<file path="src/core/clk_sel_pkg.sv">
// Constants and carrier types for reference clock selection.
// Assumes a single 10 MHz system clock and an asynchronous active-high reset.
package clk_sel_pkg;

   // ************************************************************
   // Variants and select codes
   // ************************************************************
   localparam logic [1:0] VAR_FULL    = 2'h0;
   localparam logic [1:0] VAR_REDUCED = 2'h1;
   localparam logic [1:0] VAR_LITE    = 2'h2;

   localparam logic [1:0] SEL_19M2    = 2'h0;
   localparam logic [1:0] SEL_24M     = 2'h1;
   localparam logic [1:0] SEL_48M     = 2'h2;
   localparam logic [1:0] SEL_26M     = 2'h3;

   // Enabled edges that fill the two-flop synchroniser before capture
   localparam logic [1:0] SYNC_FILL_CNT = 2'h2;

   // ************************************************************
   // Reference frequencies (kHz)
   // ************************************************************
   localparam logic [15:0] F_19M2_KHZ  = 16'h4B00;
   localparam logic [15:0] F_24M_KHZ   = 16'h5DC0;
   localparam logic [15:0] F_48M_KHZ   = 16'hBB80;
   localparam logic [15:0] F_26M_KHZ   = 16'h6590;

   // PLL factors as multiply over divide onto a common core rate
   localparam logic [7:0] MUL_19M2 = 8'h19;
   localparam logic [7:0] DIV_19M2 = 8'h01;
   localparam logic [7:0] MUL_24M  = 8'h14;
   localparam logic [7:0] DIV_24M  = 8'h01;
   localparam logic [7:0] MUL_48M  = 8'h0A;
   localparam logic [7:0] DIV_48M  = 8'h01;
   localparam logic [7:0] MUL_26M  = 8'hF0;
   localparam logic [7:0] DIV_26M  = 8'h0D;

   typedef struct packed {
      logic [15:0] ref_khz;
      logic [7:0]  mul;
      logic [7:0]  div;
      logic        ext_clock;
      logic        crystal;
   } pll_cfg_t;

endpackage

</file>
<file path="src/core/input_clock_select.sv">
// Reference clock selection: decodes straps and supply level into a PLL setting.
// Assumes strap and supply-detect inputs are asynchronous pins; one 10 MHz clock.
`timescale 1ns/100ps

module input_clock_select
   import clk_sel_pkg::*;
#(
   parameter logic [1:0] VARIANT = VAR_FULL
) (
   // Clock and reset
   input  wire logic       clk_in,
   input  wire logic       rst_in,
   input  wire logic       clk_en_in,
   // Strap and supply sense pins
   input  wire logic [1:0] ref_freq_select_in,
   input  wire logic       osc_io_supply_hi_in,
   input  wire logic       core_power_on_in,
   // Oscillator pin control
   output logic            osc_output_pin_oe_out,
   output logic            pins_tristate_out,
   // PLL setting
   output pll_cfg_t        pll_cfg_out,
   output logic            cfg_valid_out,
   output logic            cfg_error_out
);

   // ************************************************************
   // Parameter check
   // ************************************************************
   if (VARIANT != VAR_FULL && VARIANT != VAR_REDUCED
       && VARIANT != VAR_LITE) begin : g_bad_variant
      $error("input_clock_select: unsupported VARIANT");
   end

   // ************************************************************
   // Input synchronisers
   // ************************************************************
   // Straps must settle before reset release; the bits cross unaligned
   logic [1:0] sel_s1_r, sel_s2_r;
   logic       sup_s1_r, sup_s2_r;
   logic       pwr_s1_r, pwr_s2_r;

   always_ff @(posedge clk_in or posedge rst_in) begin
      if (rst_in) begin
         sel_s1_r <= 2'h0;
         sel_s2_r <= 2'h0;
         sup_s1_r <= 1'h0;
         sup_s2_r <= 1'h0;
         pwr_s1_r <= 1'h0;
         pwr_s2_r <= 1'h0;
      end else if (clk_en_in) begin
         sel_s1_r <= ref_freq_select_in;
         sel_s2_r <= sel_s1_r;
         sup_s1_r <= osc_io_supply_hi_in;
         sup_s2_r <= sup_s1_r;
         pwr_s1_r <= core_power_on_in;
         pwr_s2_r <= pwr_s1_r;
      end
   end

   // ************************************************************
   // Decode
   // ************************************************************
   pll_cfg_t cfg_nxt;
   logic     err_nxt;

   always_comb begin
      cfg_nxt           = '0;
      cfg_nxt.ext_clock = !sup_s2_r;
      cfg_nxt.crystal   = sup_s2_r;
      err_nxt           = 1'b0;
      case (VARIANT)
         VAR_FULL: begin
            case (sel_s2_r)
               SEL_19M2: begin
                  cfg_nxt.ref_khz = F_19M2_KHZ;
                  cfg_nxt.mul     = MUL_19M2;
                  cfg_nxt.div     = DIV_19M2;
               end
               SEL_24M: begin
                  cfg_nxt.ref_khz = F_24M_KHZ;
                  cfg_nxt.mul     = MUL_24M;
                  cfg_nxt.div     = DIV_24M;
               end
               SEL_48M: begin
                  cfg_nxt.ref_khz = F_48M_KHZ;
                  cfg_nxt.mul     = MUL_48M;
                  cfg_nxt.div     = DIV_48M;
                  err_nxt         = sup_s2_r;
               end
               default: begin
                  cfg_nxt.ref_khz = F_26M_KHZ;
                  cfg_nxt.mul     = MUL_26M;
                  cfg_nxt.div     = DIV_26M;
               end
            endcase
         end
         VAR_REDUCED: begin
            err_nxt = sup_s2_r;
            if (sel_s2_r[0]) begin
               cfg_nxt.ref_khz = F_26M_KHZ;
               cfg_nxt.mul     = MUL_26M;
               cfg_nxt.div     = DIV_26M;
            end else begin
               cfg_nxt.ref_khz = F_19M2_KHZ;
               cfg_nxt.mul     = MUL_19M2;
               cfg_nxt.div     = DIV_19M2;
            end
         end
         default: begin
            cfg_nxt.ref_khz = F_26M_KHZ;
            cfg_nxt.mul     = MUL_26M;
            cfg_nxt.div     = DIV_26M;
         end
      endcase
   end

   // ************************************************************
   // Capture once after reset release
   // ************************************************************
   // Two enabled edges fill the synchroniser before the capture
   logic [1:0] fill_r;
   logic       cfg_valid_r;
   pll_cfg_t   cfg_r;
   logic       err_r;

   always_ff @(posedge clk_in or posedge rst_in) begin
      if (rst_in) begin
         fill_r      <= 2'h0;
         cfg_valid_r <= 1'b0;
         cfg_r       <= '0;
         err_r       <= 1'b0;
      end else if (clk_en_in) begin
         if (fill_r != SYNC_FILL_CNT) begin
            fill_r <= fill_r + 2'h1;
         end else if (!cfg_valid_r) begin
            cfg_r       <= cfg_nxt;
            err_r       <= err_nxt;
            cfg_valid_r <= 1'b1;
         end
      end
   end

   // ************************************************************
   // Outputs
   // ************************************************************
   assign pll_cfg_out   = cfg_r;
   assign cfg_valid_out = cfg_valid_r;
   assign cfg_error_out = err_r;
   // Crystal feedback drive only with a crystal; pin floats for a clock
   assign pins_tristate_out     = !pwr_s2_r;
   assign osc_output_pin_oe_out = pwr_s2_r && cfg_valid_r && cfg_r.crystal;
endmodule

</file>
<file path="config.mk">
export PLATFORM = sky130hd
export DESIGN_NAME = input_clock_select
export DESIGN_NICKNAME = d
export VERILOG_FILES = /design/src/core/clk_sel_pkg.sv /design/src/core/input_clock_select.sv
export SDC_FILE = /design/constraint.sdc
export NUM_CORES = 1
export LEC_CHECK = 0
export BUFFER_PORTS_ARGS = -buffer_cell sky130_fd_sc_hd__buf_2
export CELL_PAD_IN_SITES_DETAIL_PLACEMENT = 2
export CELL_PAD_IN_SITES_GLOBAL_PLACEMENT = 2
export CORE_MARGIN = 8
export CORE_UTILIZATION = 30
export DETAILED_ROUTE_END_ITERATION = 12
export PLACE_DENSITY_LB_ADDON = 0.1
export SLEW_MARGIN = 20
export SYNTH_ARGS = -nofsm -noshare
export SYNTH_HDL_FRONTEND = slang
export SYNTH_SLANG_ARGS = --single-unit
export TNS_END_PERCENT = 50
</file>
<file path="constraint.sdc">
create_clock -name clk_in -period 1.55 [get_ports clk_in]
set_input_delay 0.31 -clock clk_in [delete_from_list [all_inputs] [get_ports clk_in]]
set_output_delay 0.31 -clock clk_in [all_outputs]
set_load 0.01 [all_outputs]
</file>
[Word level (Yosys, flattened, before mapping)]
Cells that the tools add are included.
Word-level totals
  input port bits: 7
  register bits: 46
  word-level logic and storage cells: 30
  output and inout bits: 38
Cells by class
  reduce and logical (&&, ||, !) cells: 8
  equal/unequal tests: 3
  add/subtract/negate cells: 1
  bitwise gates (word level): 2
  muxes and demuxes: 2
Operators with widths (count)
  $pmux 32 s3: 1
  $reduce_and 2->1: 2
  $reduce_and 3->1: 1
  $add 2x1->2 const B: 1
  $eq 2x1->1 const B: 1
  $eq 2x2->1 const B: 1
  $logic_and 1x1->1: 2
  $logic_not 1->1: 2
  $logic_not 2->1: 1
  $ne 2x2->1 const B: 1
  $not 1->1: 2
  $mux 1: 1

[Logic depth before layout (Yosys ltp)]
Gate-level depths: netlist of run 1.
  depth after elaboration: 3
  depth in mapped cells: 5
  mapped depth without buffers: 4

[Worst setup path before layout of run 1]
No wires, ideal clock.
  kind: register to register
  start point: register fill_r[0]
  end point: register cfg_r (netlist bit pll_cfg_out[10])
  arrival: 1.205 ns
  data required time: 1.425 ns
  stages on the path, launching flop included: 6
  slack: 0.220 ns
  path buffers: 1
  period minus slack after synthesis: 1.330 ns
  library setup time: 0.125 ns
  cells stage by stage: dfrtp_1 inv_1 ha_1 nand3b_4 buf_6 mux2_4
On the way
  word-level cells in the longest chain between the ends: 3
RTL lines
  from (decl): line input_clock_select.sv:122  | logic [1:0] fill_r;
  from (signal assigned): line input_clock_select.sv:135  | fill_r <= fill_r + 2'h1;
  $ne 2x2->1: line input_clock_select.sv:134  | if (fill_r != SYNC_FILL_CNT) begin
  $not 1->1 (no line)
  $reduce_and 3->1 (no line)
  to (signal assigned): line input_clock_select.sv:137  | cfg_r <= cfg_nxt;
  to (decl): line input_clock_select.sv:124  | pll_cfg_t cfg_r;
Every way passes these cells.
A chain may end at the register's enable or synchronous reset.

[Worst setup path in the final report of run 1]
  start point: register fill_r[0]
  end point: register cfg_r (netlist bit pll_cfg_out[29])
The elaborated chain is that of the path after synthesis.

==> flow_metrics.tcl, run 1 <==
set metrics [dict create \
    outcome "complete, no violations" \
    cts_tree "built" \
    cts_max_level 1 \
    rsz0062_at_grt "false" \
    seq_power_share 0.462 \
    antenna_cells 0 \
    final_cell_mix "34 x buf_2, 26 x dfrtp_1, 14 x inv_1, 10 x mux2_2, 10 x conb_1" \
    p_total_mw 2.212 \
    synth_area_leader_cell "dfrtp_1" \
    startpoint "fill_r[0]" \
    synthArstFlopShare 1.000 \
    grt_overflow 0 \
    switchingPower_mw 0.7727 \
    clock-sinks 26 \
    clockBufferDepth 2 \
    fmax_mhz 729.2 \
    yosys-top-cells-area "dfrtp_1 51%, buf_4 12%, mux2_2 8.8%, mux2i_1 7.1%, ha_1 6.9%" \
    fill_cells 455 \
    crit_type "reg2reg" \
    synth_seq_cells 26 \
    required_ps 1700 \
    setup_tns_ps 0 \
    finClkSkew_ps 4.669 \
    swShare 0.3493 \
    hold_viol 0 \
    fp.coreArea_mm2 0.004058 \
    synth_cell_type_count 19 \
    synth_warnings 0 \
    drive_above_1_share 0.3910 \
    die_area_mm2 0.006592 \
    antenna_found_initial 0 \
    synth_top_area_share 0.5103 \
    clk_pin_slew_ps 90 \
    setup.worst_path.end "pll_cfg_out[29]" \
    r2r_cells 5 \
    synth_area_mm2 0.001275 \
    areaGrowthSynthToFinish_pct 12.86 \
    period_share 0.8848 \
    placed_cell_area_mm2 0.001398 \
    synth-main-ff-cell "dfrtp_1" \
    final_area_mm2 0.001439 \
    netlist_instances 106 \
    critPathCaptureType "flip-flop" \
    final_common_cell "buf_2" \
    slew_viol_final 0 \
    die_h_um 81.19 \
    crit_fanout 12 \
    wl_per_cell_um 13.62 \
    io_buffers 34 \
    cp-start-kind "flip-flop" \
    nNetsFinal 149 \
    worst_slack_ps 178.6 \
    critical_path_arrival_ps 1520 \
    pwr_density_cell_mw_per_mm2 1537 \
    synth_edf_count 0 \
    p_leak_nw 0.8423 \
    routed_wl_um 2492 \
    cap_violations 0 \
    rrSetupSlack_ps 180 \
    dp_hpwl_um 1967 \
    grt_pass1_wl_um 4112 \
    grt_max_degree 27 \
    drc 0 \
    grt_pass1_vias 891 \
    r2r_end "pll_cfg_out[29]" \
    seq_area_frac_synth 0.5103 \
    max-vdd-ir-drop_uv 432.5 \
    syn_avg_cell_area_um2 12.03 \
    ant_nets 0 \
    pre_cts_ws_ps 158.0 \
    pwr-share-clk 0.171 \
    reg2reg_from "fill_r[0]" \
    clkLatencyLatePin_ps 270 \
    initial_core_util 0.3142 \
    cts_resized 0 \
    drt_first_pass_iters 2 \
    final_util 0.3546 \
    grtUsageTotal 0.08070 \
    cts_buffers 3 \
    die_width_um 81.19 \
    p_comb_frac 0.367 \
    clock-root-buffer "clkbuf_8" \
    vias_per_cell 4.235 \
    io-pin-count 45 \
    row_count 23 \
    postCtsSetupRepairBufs 0 \
    cts_hold_buf 0 \
    internal_power_mw 1.439 \
    drt_first_iter_violations 5 \
    period_needed_ps 1371 \
    finalSetupViolations 0 \
    route.vias.total 775 \
    routabilityCongestion 0.6469 \
    worstHoldPathType "in2async" \
]
## logic make-up (layout without fill, tap and decap cells)
group                    count (synthesis)  in the layout  share of synthesized area
multiplexers                            20             20                     0.1708
buffers and inverters                   36             54                     0.1717
adder cells (fa/ha/maj)                  7              7                    0.06869
XOR/XNOR                                 1              1                   0.006871
AO/OA/AOI/OAI                            4              4                    0.01766
flip-flops                              26             26                     0.5103
other                                    1             10                   0.002941
AND/OR/NAND/NOR                         11             11                    0.05104
## power groups by stage
stage / Sequential [mW] / Clock [mW] / Combinational [mW]
after global routing: 1.06 / 0.425 / 0.900
after global placement: 1.03 / 0 / 0.820
after detailed placement: 1.04 / 0 / 0.839
after CTS: 1.03 / 0.404 / 0.841
after floorplan: 1.11 / 0 / 0.530
final: 1.02 / 0.379 / 0.811
## cell usage after synthesis (3+ instances only)
cell,number
buf_4,20
nor2_1,3
nand2_1,4
ha_1,7
o21ai_0,3
mux2_2,10
inv_1,14
dfrtp_1,26
mux2i_1,9
## routing by layer
| layer | vias to the layer above | share of wire | wire length [µm] | GRT usage |
|---|---|---|---|---|
| li1 | 357 | - | - | - |
| met1 | 385 | 0.43 | 1074 | 0.09079 |
| met2 | 29 | 0.47 | 1177 | 0.1403 |
| met3 | 4 | 0.083 | 206 | 0.02318 |
| met4 | 0 | 0.014 | 34 | 0.03214 |
| met5 | - | 0 | 0 | 0 |
## registers in the layout (all words and copies together) (netlist names)
| name | flops |
|---|---|
| pwr_s1_r | 1 |
| pwr_s2_r | 1 |
| cfg_error_out | 1 |
| sup_s1_r | 1 |
| fill_r | 2 |
| cfg_valid_out | 1 |
| sup_s2_r | 1 |
| pll_cfg_out | 14 |
| sel_s1_r | 2 |
| sel_s2_r | 2 |
## worst min-delay path by stage
stage,start,endpoint,cells after the start
after CTS,rst_in,pwr_s1_r,3
final,rst_in,sup_s1_r,3
after detailed placement,rst_in,sup_s1_r,3
after floorplan,rst_in,cfg_error_out,1
after global placement,rst_in,sup_s1_r,3
after global routing,rst_in,sup_s1_r,3
## cell type report
cell class | instances | area, µm² | share of cell area
Timing Repair Buffer | 37 | 192.7 | 0.1339
Inverter | 14 | 52.55 | 0.03652
Clock buffer | 3 | 41.29 | 0.02870
Sequential cell | 26 | 650.6 | 0.4522
Multi-Input combinational cell | 53 | 439.2 | 0.3052
Tap cell | 50 | 62.56 | 0.04348
## critical path: stages (launching register included)
cell and delay [ps]:
dfrtp_1 370, inv_1 90, ha_1 240, nand3b_4 220
buf_4 230, mux2i_1 120
## through the flow
stage	cells	hold slack, ps
detailed placement	180	399.3
CTS	183	99.46
global placement	180	380.3
floorplan	115	350.0
finish	183	89.24
global route	183	122.9
No activity file was read; power rests on OpenSTA's default activity.
==> run 2: changes to the inputs <==
--- a/config.mk
+++ b/config.mk
@@ -8,9 +8,11 @@
 export BUFFER_PORTS_ARGS = -buffer_cell sky130_fd_sc_hd__buf_2
 export CELL_PAD_IN_SITES_DETAIL_PLACEMENT = 2
 export CELL_PAD_IN_SITES_GLOBAL_PLACEMENT = 2
+export CORE_ASPECT_RATIO = 1.2
 export CORE_MARGIN = 8
 export CORE_UTILIZATION = 30
 export DETAILED_ROUTE_END_ITERATION = 12
+export MAX_ROUTING_LAYER = met4
 export PLACE_DENSITY_LB_ADDON = 0.1
 export SLEW_MARGIN = 20
 export SYNTH_ARGS = -nofsm -noshare
==> flow_metrics.tcl, run 2 (synthesis results as in run 1) <==
set metrics [dict create \
    wl_per_cell_um 13.75 \
    period_share 0.9059 \
    clkLatencyLatePin_ps 270 \
    final_cell_mix "34 x buf_2, 26 x dfrtp_1, 14 x inv_1, 10 x mux2_2, 10 x conb_1" \
    max-vdd-ir-drop_uv 382.2 \
    largest_reg_flops 14 \
    switchingPower_mw 0.7877 \
    critPathSlowestCell "dfrtp_1" \
    drt_first_pass_iters 3 \
    worstHoldPathType "in2async" \
    drt_first_iter_violations 5 \
    cpPeakStageDelay_ps 370 \
    critPathTopFamily "flip-flops" \
    row_count 26 \
    io-pin-count 45 \
    internal_power_mw 1.493 \
    antenna_found_initial 0 \
    drive_above_1_share 0.3955 \
    pwr_density_cell_mw_per_mm2 1562 \
    cts_tree "built" \
    worst-path-buf-inv 1 \
    ant_nets 0 \
    die_width_um 75.51 \
    die_area_mm2 0.006601 \
    clockBufferDepth 2 \
    critical_path_arrival_ps 1570 \
    p_total_mw 2.281 \
    finalSetupViolations 0 \
    fmax_mhz 712.1 \
    cts_resized 0 \
    seq_area_um2 650.6 \
    pwr-share-clk 0.195 \
    crit_type "reg2reg" \
    critPathCaptureType "flip-flop" \
    dp_hpwl_um 2022 \
    grt_overflow 0 \
    rsz0062_at_grt "false" \
    finClkSkew_ps 3.389 \
    grtUsageTotal 0.09089 \
    die_h_um 87.42 \
    r2r_cells 4 \
    swShare 0.3453 \
    grt_max_degree 27 \
    route.vias.total 767 \
    nNetsFinal 149 \
    seq_power_share 0.448 \
    io_buffers 34 \
    clock-root-buffer "clkbuf_8" \
    areaGrowthSynthToFinish_pct 14.52 \
    worst-path-stages 4 \
    crit_chain "inv_1 -> ha_1 -> nand3b_4 -> mux2_4" \
    routabilityCongestion 0.6944 \
    multi_input_area_um2 439.2 \
    grt_pass1_vias 907 \
    outcome "complete, no violations" \
    required_ps 1720 \
    final_util 0.3507 \
    final_common_cell "buf_2" \
    p_comb_frac 0.358 \
    clock-sinks 26 \
    clk_pin_slew_ps 90 \
    slew_viol_final 0 \
    cts_max_level 1 \
    postCtsSetupRepairBufs 0 \
    cap_violations 0 \
    antenna_cells 0 \
    fp.coreArea_mm2 0.004164 \
    setup_tns_ps 0 \
    hold_viol 0 \
    crit_fanout 13 \
    drc 0 \
    vias_per_cell 4.037 \
    fill_cells 492 \
    initial_core_util 0.3062 \
    cts_hold_buf 0 \
    cts_buffers 3 \
    routed_wl_um 2613 \
    cp-start-kind "flip-flop" \
    grt_pass1_wl_um 4381 \
    p_leak_nw 0.8494 \
    period_needed_ps 1404 \
]
run 2: stage by stage:
stage | hold WS (ps) | cells | worst slack (ps) | cell area, µm²
3_5_place_dp | 416.3 | 186 | 134.9 | 1405
3_3_place_gp | 385.1 | 186 | 190.6 | 1405
4_1_cts | 108.7 | 190 | 117.2 | 1460
6_report | 95.05 | 190 | 145.8 | 1460
2_1_floorplan | 350.0 | 115 | 220.2 | 1309
5_1_grt | 123.2 | 190 | 16.56 | 1460
run 2: cell type report:
cell class,instances,share of cell area
Inverter,14,0.03599
Tap cell,56,0.04799
Sequential cell,26,0.4456
Clock buffer,4,0.03770
Multi-Input combinational cell,53,0.3008
Timing Repair Buffer,37,0.1320
run 2: metal layers:
metal | track usage | routed length (µm) | vias up
li1 | - | - | 356
met1 | 0.08770 | 1042 | 382
met2 | 0.1597 | 1336 | 24
met3 | 0.02765 | 187 | 5
met4 | 0.04203 | 46 | 0
met5 | - | 0 | -
run 2: power by group through the flow:
stage / Clock [mW] / Sequential [mW] / Combinational [mW]
3_5_place_dp: 0 / 1.04 / 0.849
2_1_floorplan: 0 / 1.11 / 0.530
4_1_cts: 0.472 / 1.03 / 0.852
5_1_grt: 0.494 / 1.06 / 0.926
6_report: 0.444 / 1.02 / 0.816
3_3_place_gp: 0 / 1.03 / 0.820
run 2: path summary, 6_finish.rpt:
check | start | to | slack (ps)
worst max-delay path | fill_r[0] | pll_cfg_out[10] | 150
worst min-delay path | rst_in | pwr_s1_r | 100
worst max register to register | fill_r[0] | pll_cfg_out[10] | 150
worst min register to register | pll_cfg_out[26] | pll_cfg_out[26] | 490
max in group asynchronous | rst_in | fill_r[1] | 1190
min in group clk_in | ref_freq_select_in[0] | sel_s1_r[0] | 260
run 2: worst register-to-register path: stages (launching register included):
cell	delay, ps
dfrtp_1	370
inv_1	90
ha_1	250
nand3b_4	240
mux2_4	350
==> run 3: changes to the inputs <==
--- a/config.mk
+++ b/config.mk
@@ -10,7 +10,8 @@
 export CELL_PAD_IN_SITES_GLOBAL_PLACEMENT = 2
 export CORE_ASPECT_RATIO = 1.2
 export CORE_MARGIN = 8
-export CORE_UTILIZATION = 30
+export CORE_UTILIZATION = 32
+export CTS_BUF_LIST = sky130_fd_sc_hd__clkbuf_8
 export DETAILED_ROUTE_END_ITERATION = 12
 export MAX_ROUTING_LAYER = met4
 export PLACE_DENSITY_LB_ADDON = 0.1
==> flow_metrics.tcl, run 3 (synthesis results as in run 1) <==
set metrics [dict create \
    critPathCaptureType "flip-flop" \
    cts_resized 0 \
    r2r_cells 4 \
    antenna_cells 0 \
    clock-sinks 26 \
    grt_pass1_vias 882 \
    period_share 0.9329 \
    drive_above_1_share 0.3910 \
    critical_path_arrival_ps 1610 \
    grt_pass1_wl_um 4464 \
    routed_wl_um 2609 \
    grt_max_degree 27 \
    fp.coreArea_mm2 0.003879 \
    route.vias.total 761 \
    layout.cells.non_filler 187 \
    worst_slack_ps 104.1 \
    antenna_found_initial 0 \
    reg2reg_from "fill_r[0]" \
    clock-root-buffer "clkbuf_8" \
    drc 0 \
    cts_max_level 1 \
    crit_fanout 15 \
    die_width_um 73.62 \
    drt_first_iter_violations 24 \
    grtUsageTotal 0.09614 \
    switchingPower_mw 0.7942 \
    worstHoldPathType "in2async" \
    wl_per_cell_um 13.95 \
    final_common_cell "buf_2" \
    cts_buffers 3 \
    seq_power_share 0.444 \
    final_cell_mix "34 x buf_2, 26 x dfrtp_1, 14 x inv_1, 10 x mux2_2, 10 x conb_1" \
    die_area_mm2 0.006268 \
    pwr-share-clk 0.195 \
    finalSetupViolations 0 \
    areaGrowthSynthToFinish_pct 13.74 \
    rsz0062_at_grt "false" \
    r2r_end "pll_cfg_out[10]" \
    crit_type "reg2reg" \
    slew_viol_final 0 \
    p_comb_frac 0.360 \
    fill_cells 451 \
    cp-start-kind "flip-flop" \
    routabilityCongestion 0.6695 \
    postCtsSetupRepairBufs 0 \
    pre_cts_ws_ps 104.0 \
    outcome "complete, no violations" \
    p_leak_nw 0.8453 \
    hold_ws_ps 84.65 \
    clockBufferDepth 2 \
    clk_pin_slew_ps 90 \
    fmax_mhz 691.6 \
    internal_power_mw 1.493 \
    vias_per_cell 4.070 \
    placed_cells 183 \
    ant_nets 0 \
    row_count 25 \
    rrSetupSlack_ps 100 \
    initial_core_util 0.3287 \
    dp_hpwl_um 2057 \
    nNetsFinal 148 \
    p_total_mw 2.287 \
    pwr_density_cell_mw_per_mm2 1577 \
    drt_first_pass_iters 3 \
    cts_tree "built" \
    io_buffers 34 \
    grt_overflow 0 \
    finClkSkew_ps 3.802 \
    cts_hold_buf 0 \
    clkLatencyLatePin_ps 270 \
    cap_violations 0 \
    hold_viol 0 \
    io-pin-count 45 \
    die_h_um 85.15 \
    required_ps 1720 \
    max-vdd-ir-drop_uv 420.5 \
    swShare 0.3472 \
    period_needed_ps 1446 \
    setup_tns_ps 0 \
    largest_reg_flops 14 \
]
## run 3: cell count changes in the layout (fill, tap and decap cells not counted), sizes merged
cell	delta
buf	-1
## run 3: power groups by stage
stage               Clock, mW  Combinational (mW)  Sequential [mW]
floorplan                   0               0.530             1.11
global placement            0               0.814             1.02
detailed placement          0               0.852             1.04
CTS                     0.472               0.857             1.02
global route            0.501               0.924             1.06
finish                  0.446               0.824             1.02
## run 3: area by class of cell
cell class / instances / area (µm²) / share of cell area
Tap cell: 54 / 67.56 / 0.04659
Timing Repair Buffer: 36 / 185.2 / 0.1277
Inverter: 14 / 52.55 / 0.03624
Sequential cell: 26 / 650.6 / 0.4487
Multi-Input combinational cell: 53 / 439.2 / 0.3028
Clock buffer: 4 / 55.05 / 0.03796
## run 3: stage by stage
step           utilization  cell area, µm²
6_report            0.3739            1450
5_1_grt             0.3739            1450
4_1_cts             0.3739            1450
3_5_place_dp        0.3597            1395
3_3_place_gp        0.3597            1395
2_1_floorplan            -            1309
## run 3: layer usage
metal / GRT usage / wire length (µm) / vias up
met5: - / 0 / -
met2: 0.1583 / 1388 / 24
li1: - / - / 353
met4: 0.03825 / 44 / 0
met3: 0.03656 / 207 / 5
met1: 0.09986 / 969 / 379
## run 3: critical path, cell delays in order, from the launching register on
cell	delay, ps
dfrtp_1	370
inv_1	90
ha_1	250
nand3b_4	250
mux2_4	370
## run 3: worst max path at each step
stage / cells after the start / end / from
2_1_floorplan: 5 / pll_cfg_out[10] / fill_r[0]
3_3_place_gp: 4 / pll_cfg_out[10] / fill_r[0]
3_5_place_dp: 4 / pll_cfg_out[10] / fill_r[0]
4_1_cts: 4 / pll_cfg_out[10] / fill_r[0]
5_1_grt: 4 / pll_cfg_out[10] / fill_r[0]
6_report: 4 / pll_cfg_out[10] / fill_r[0]
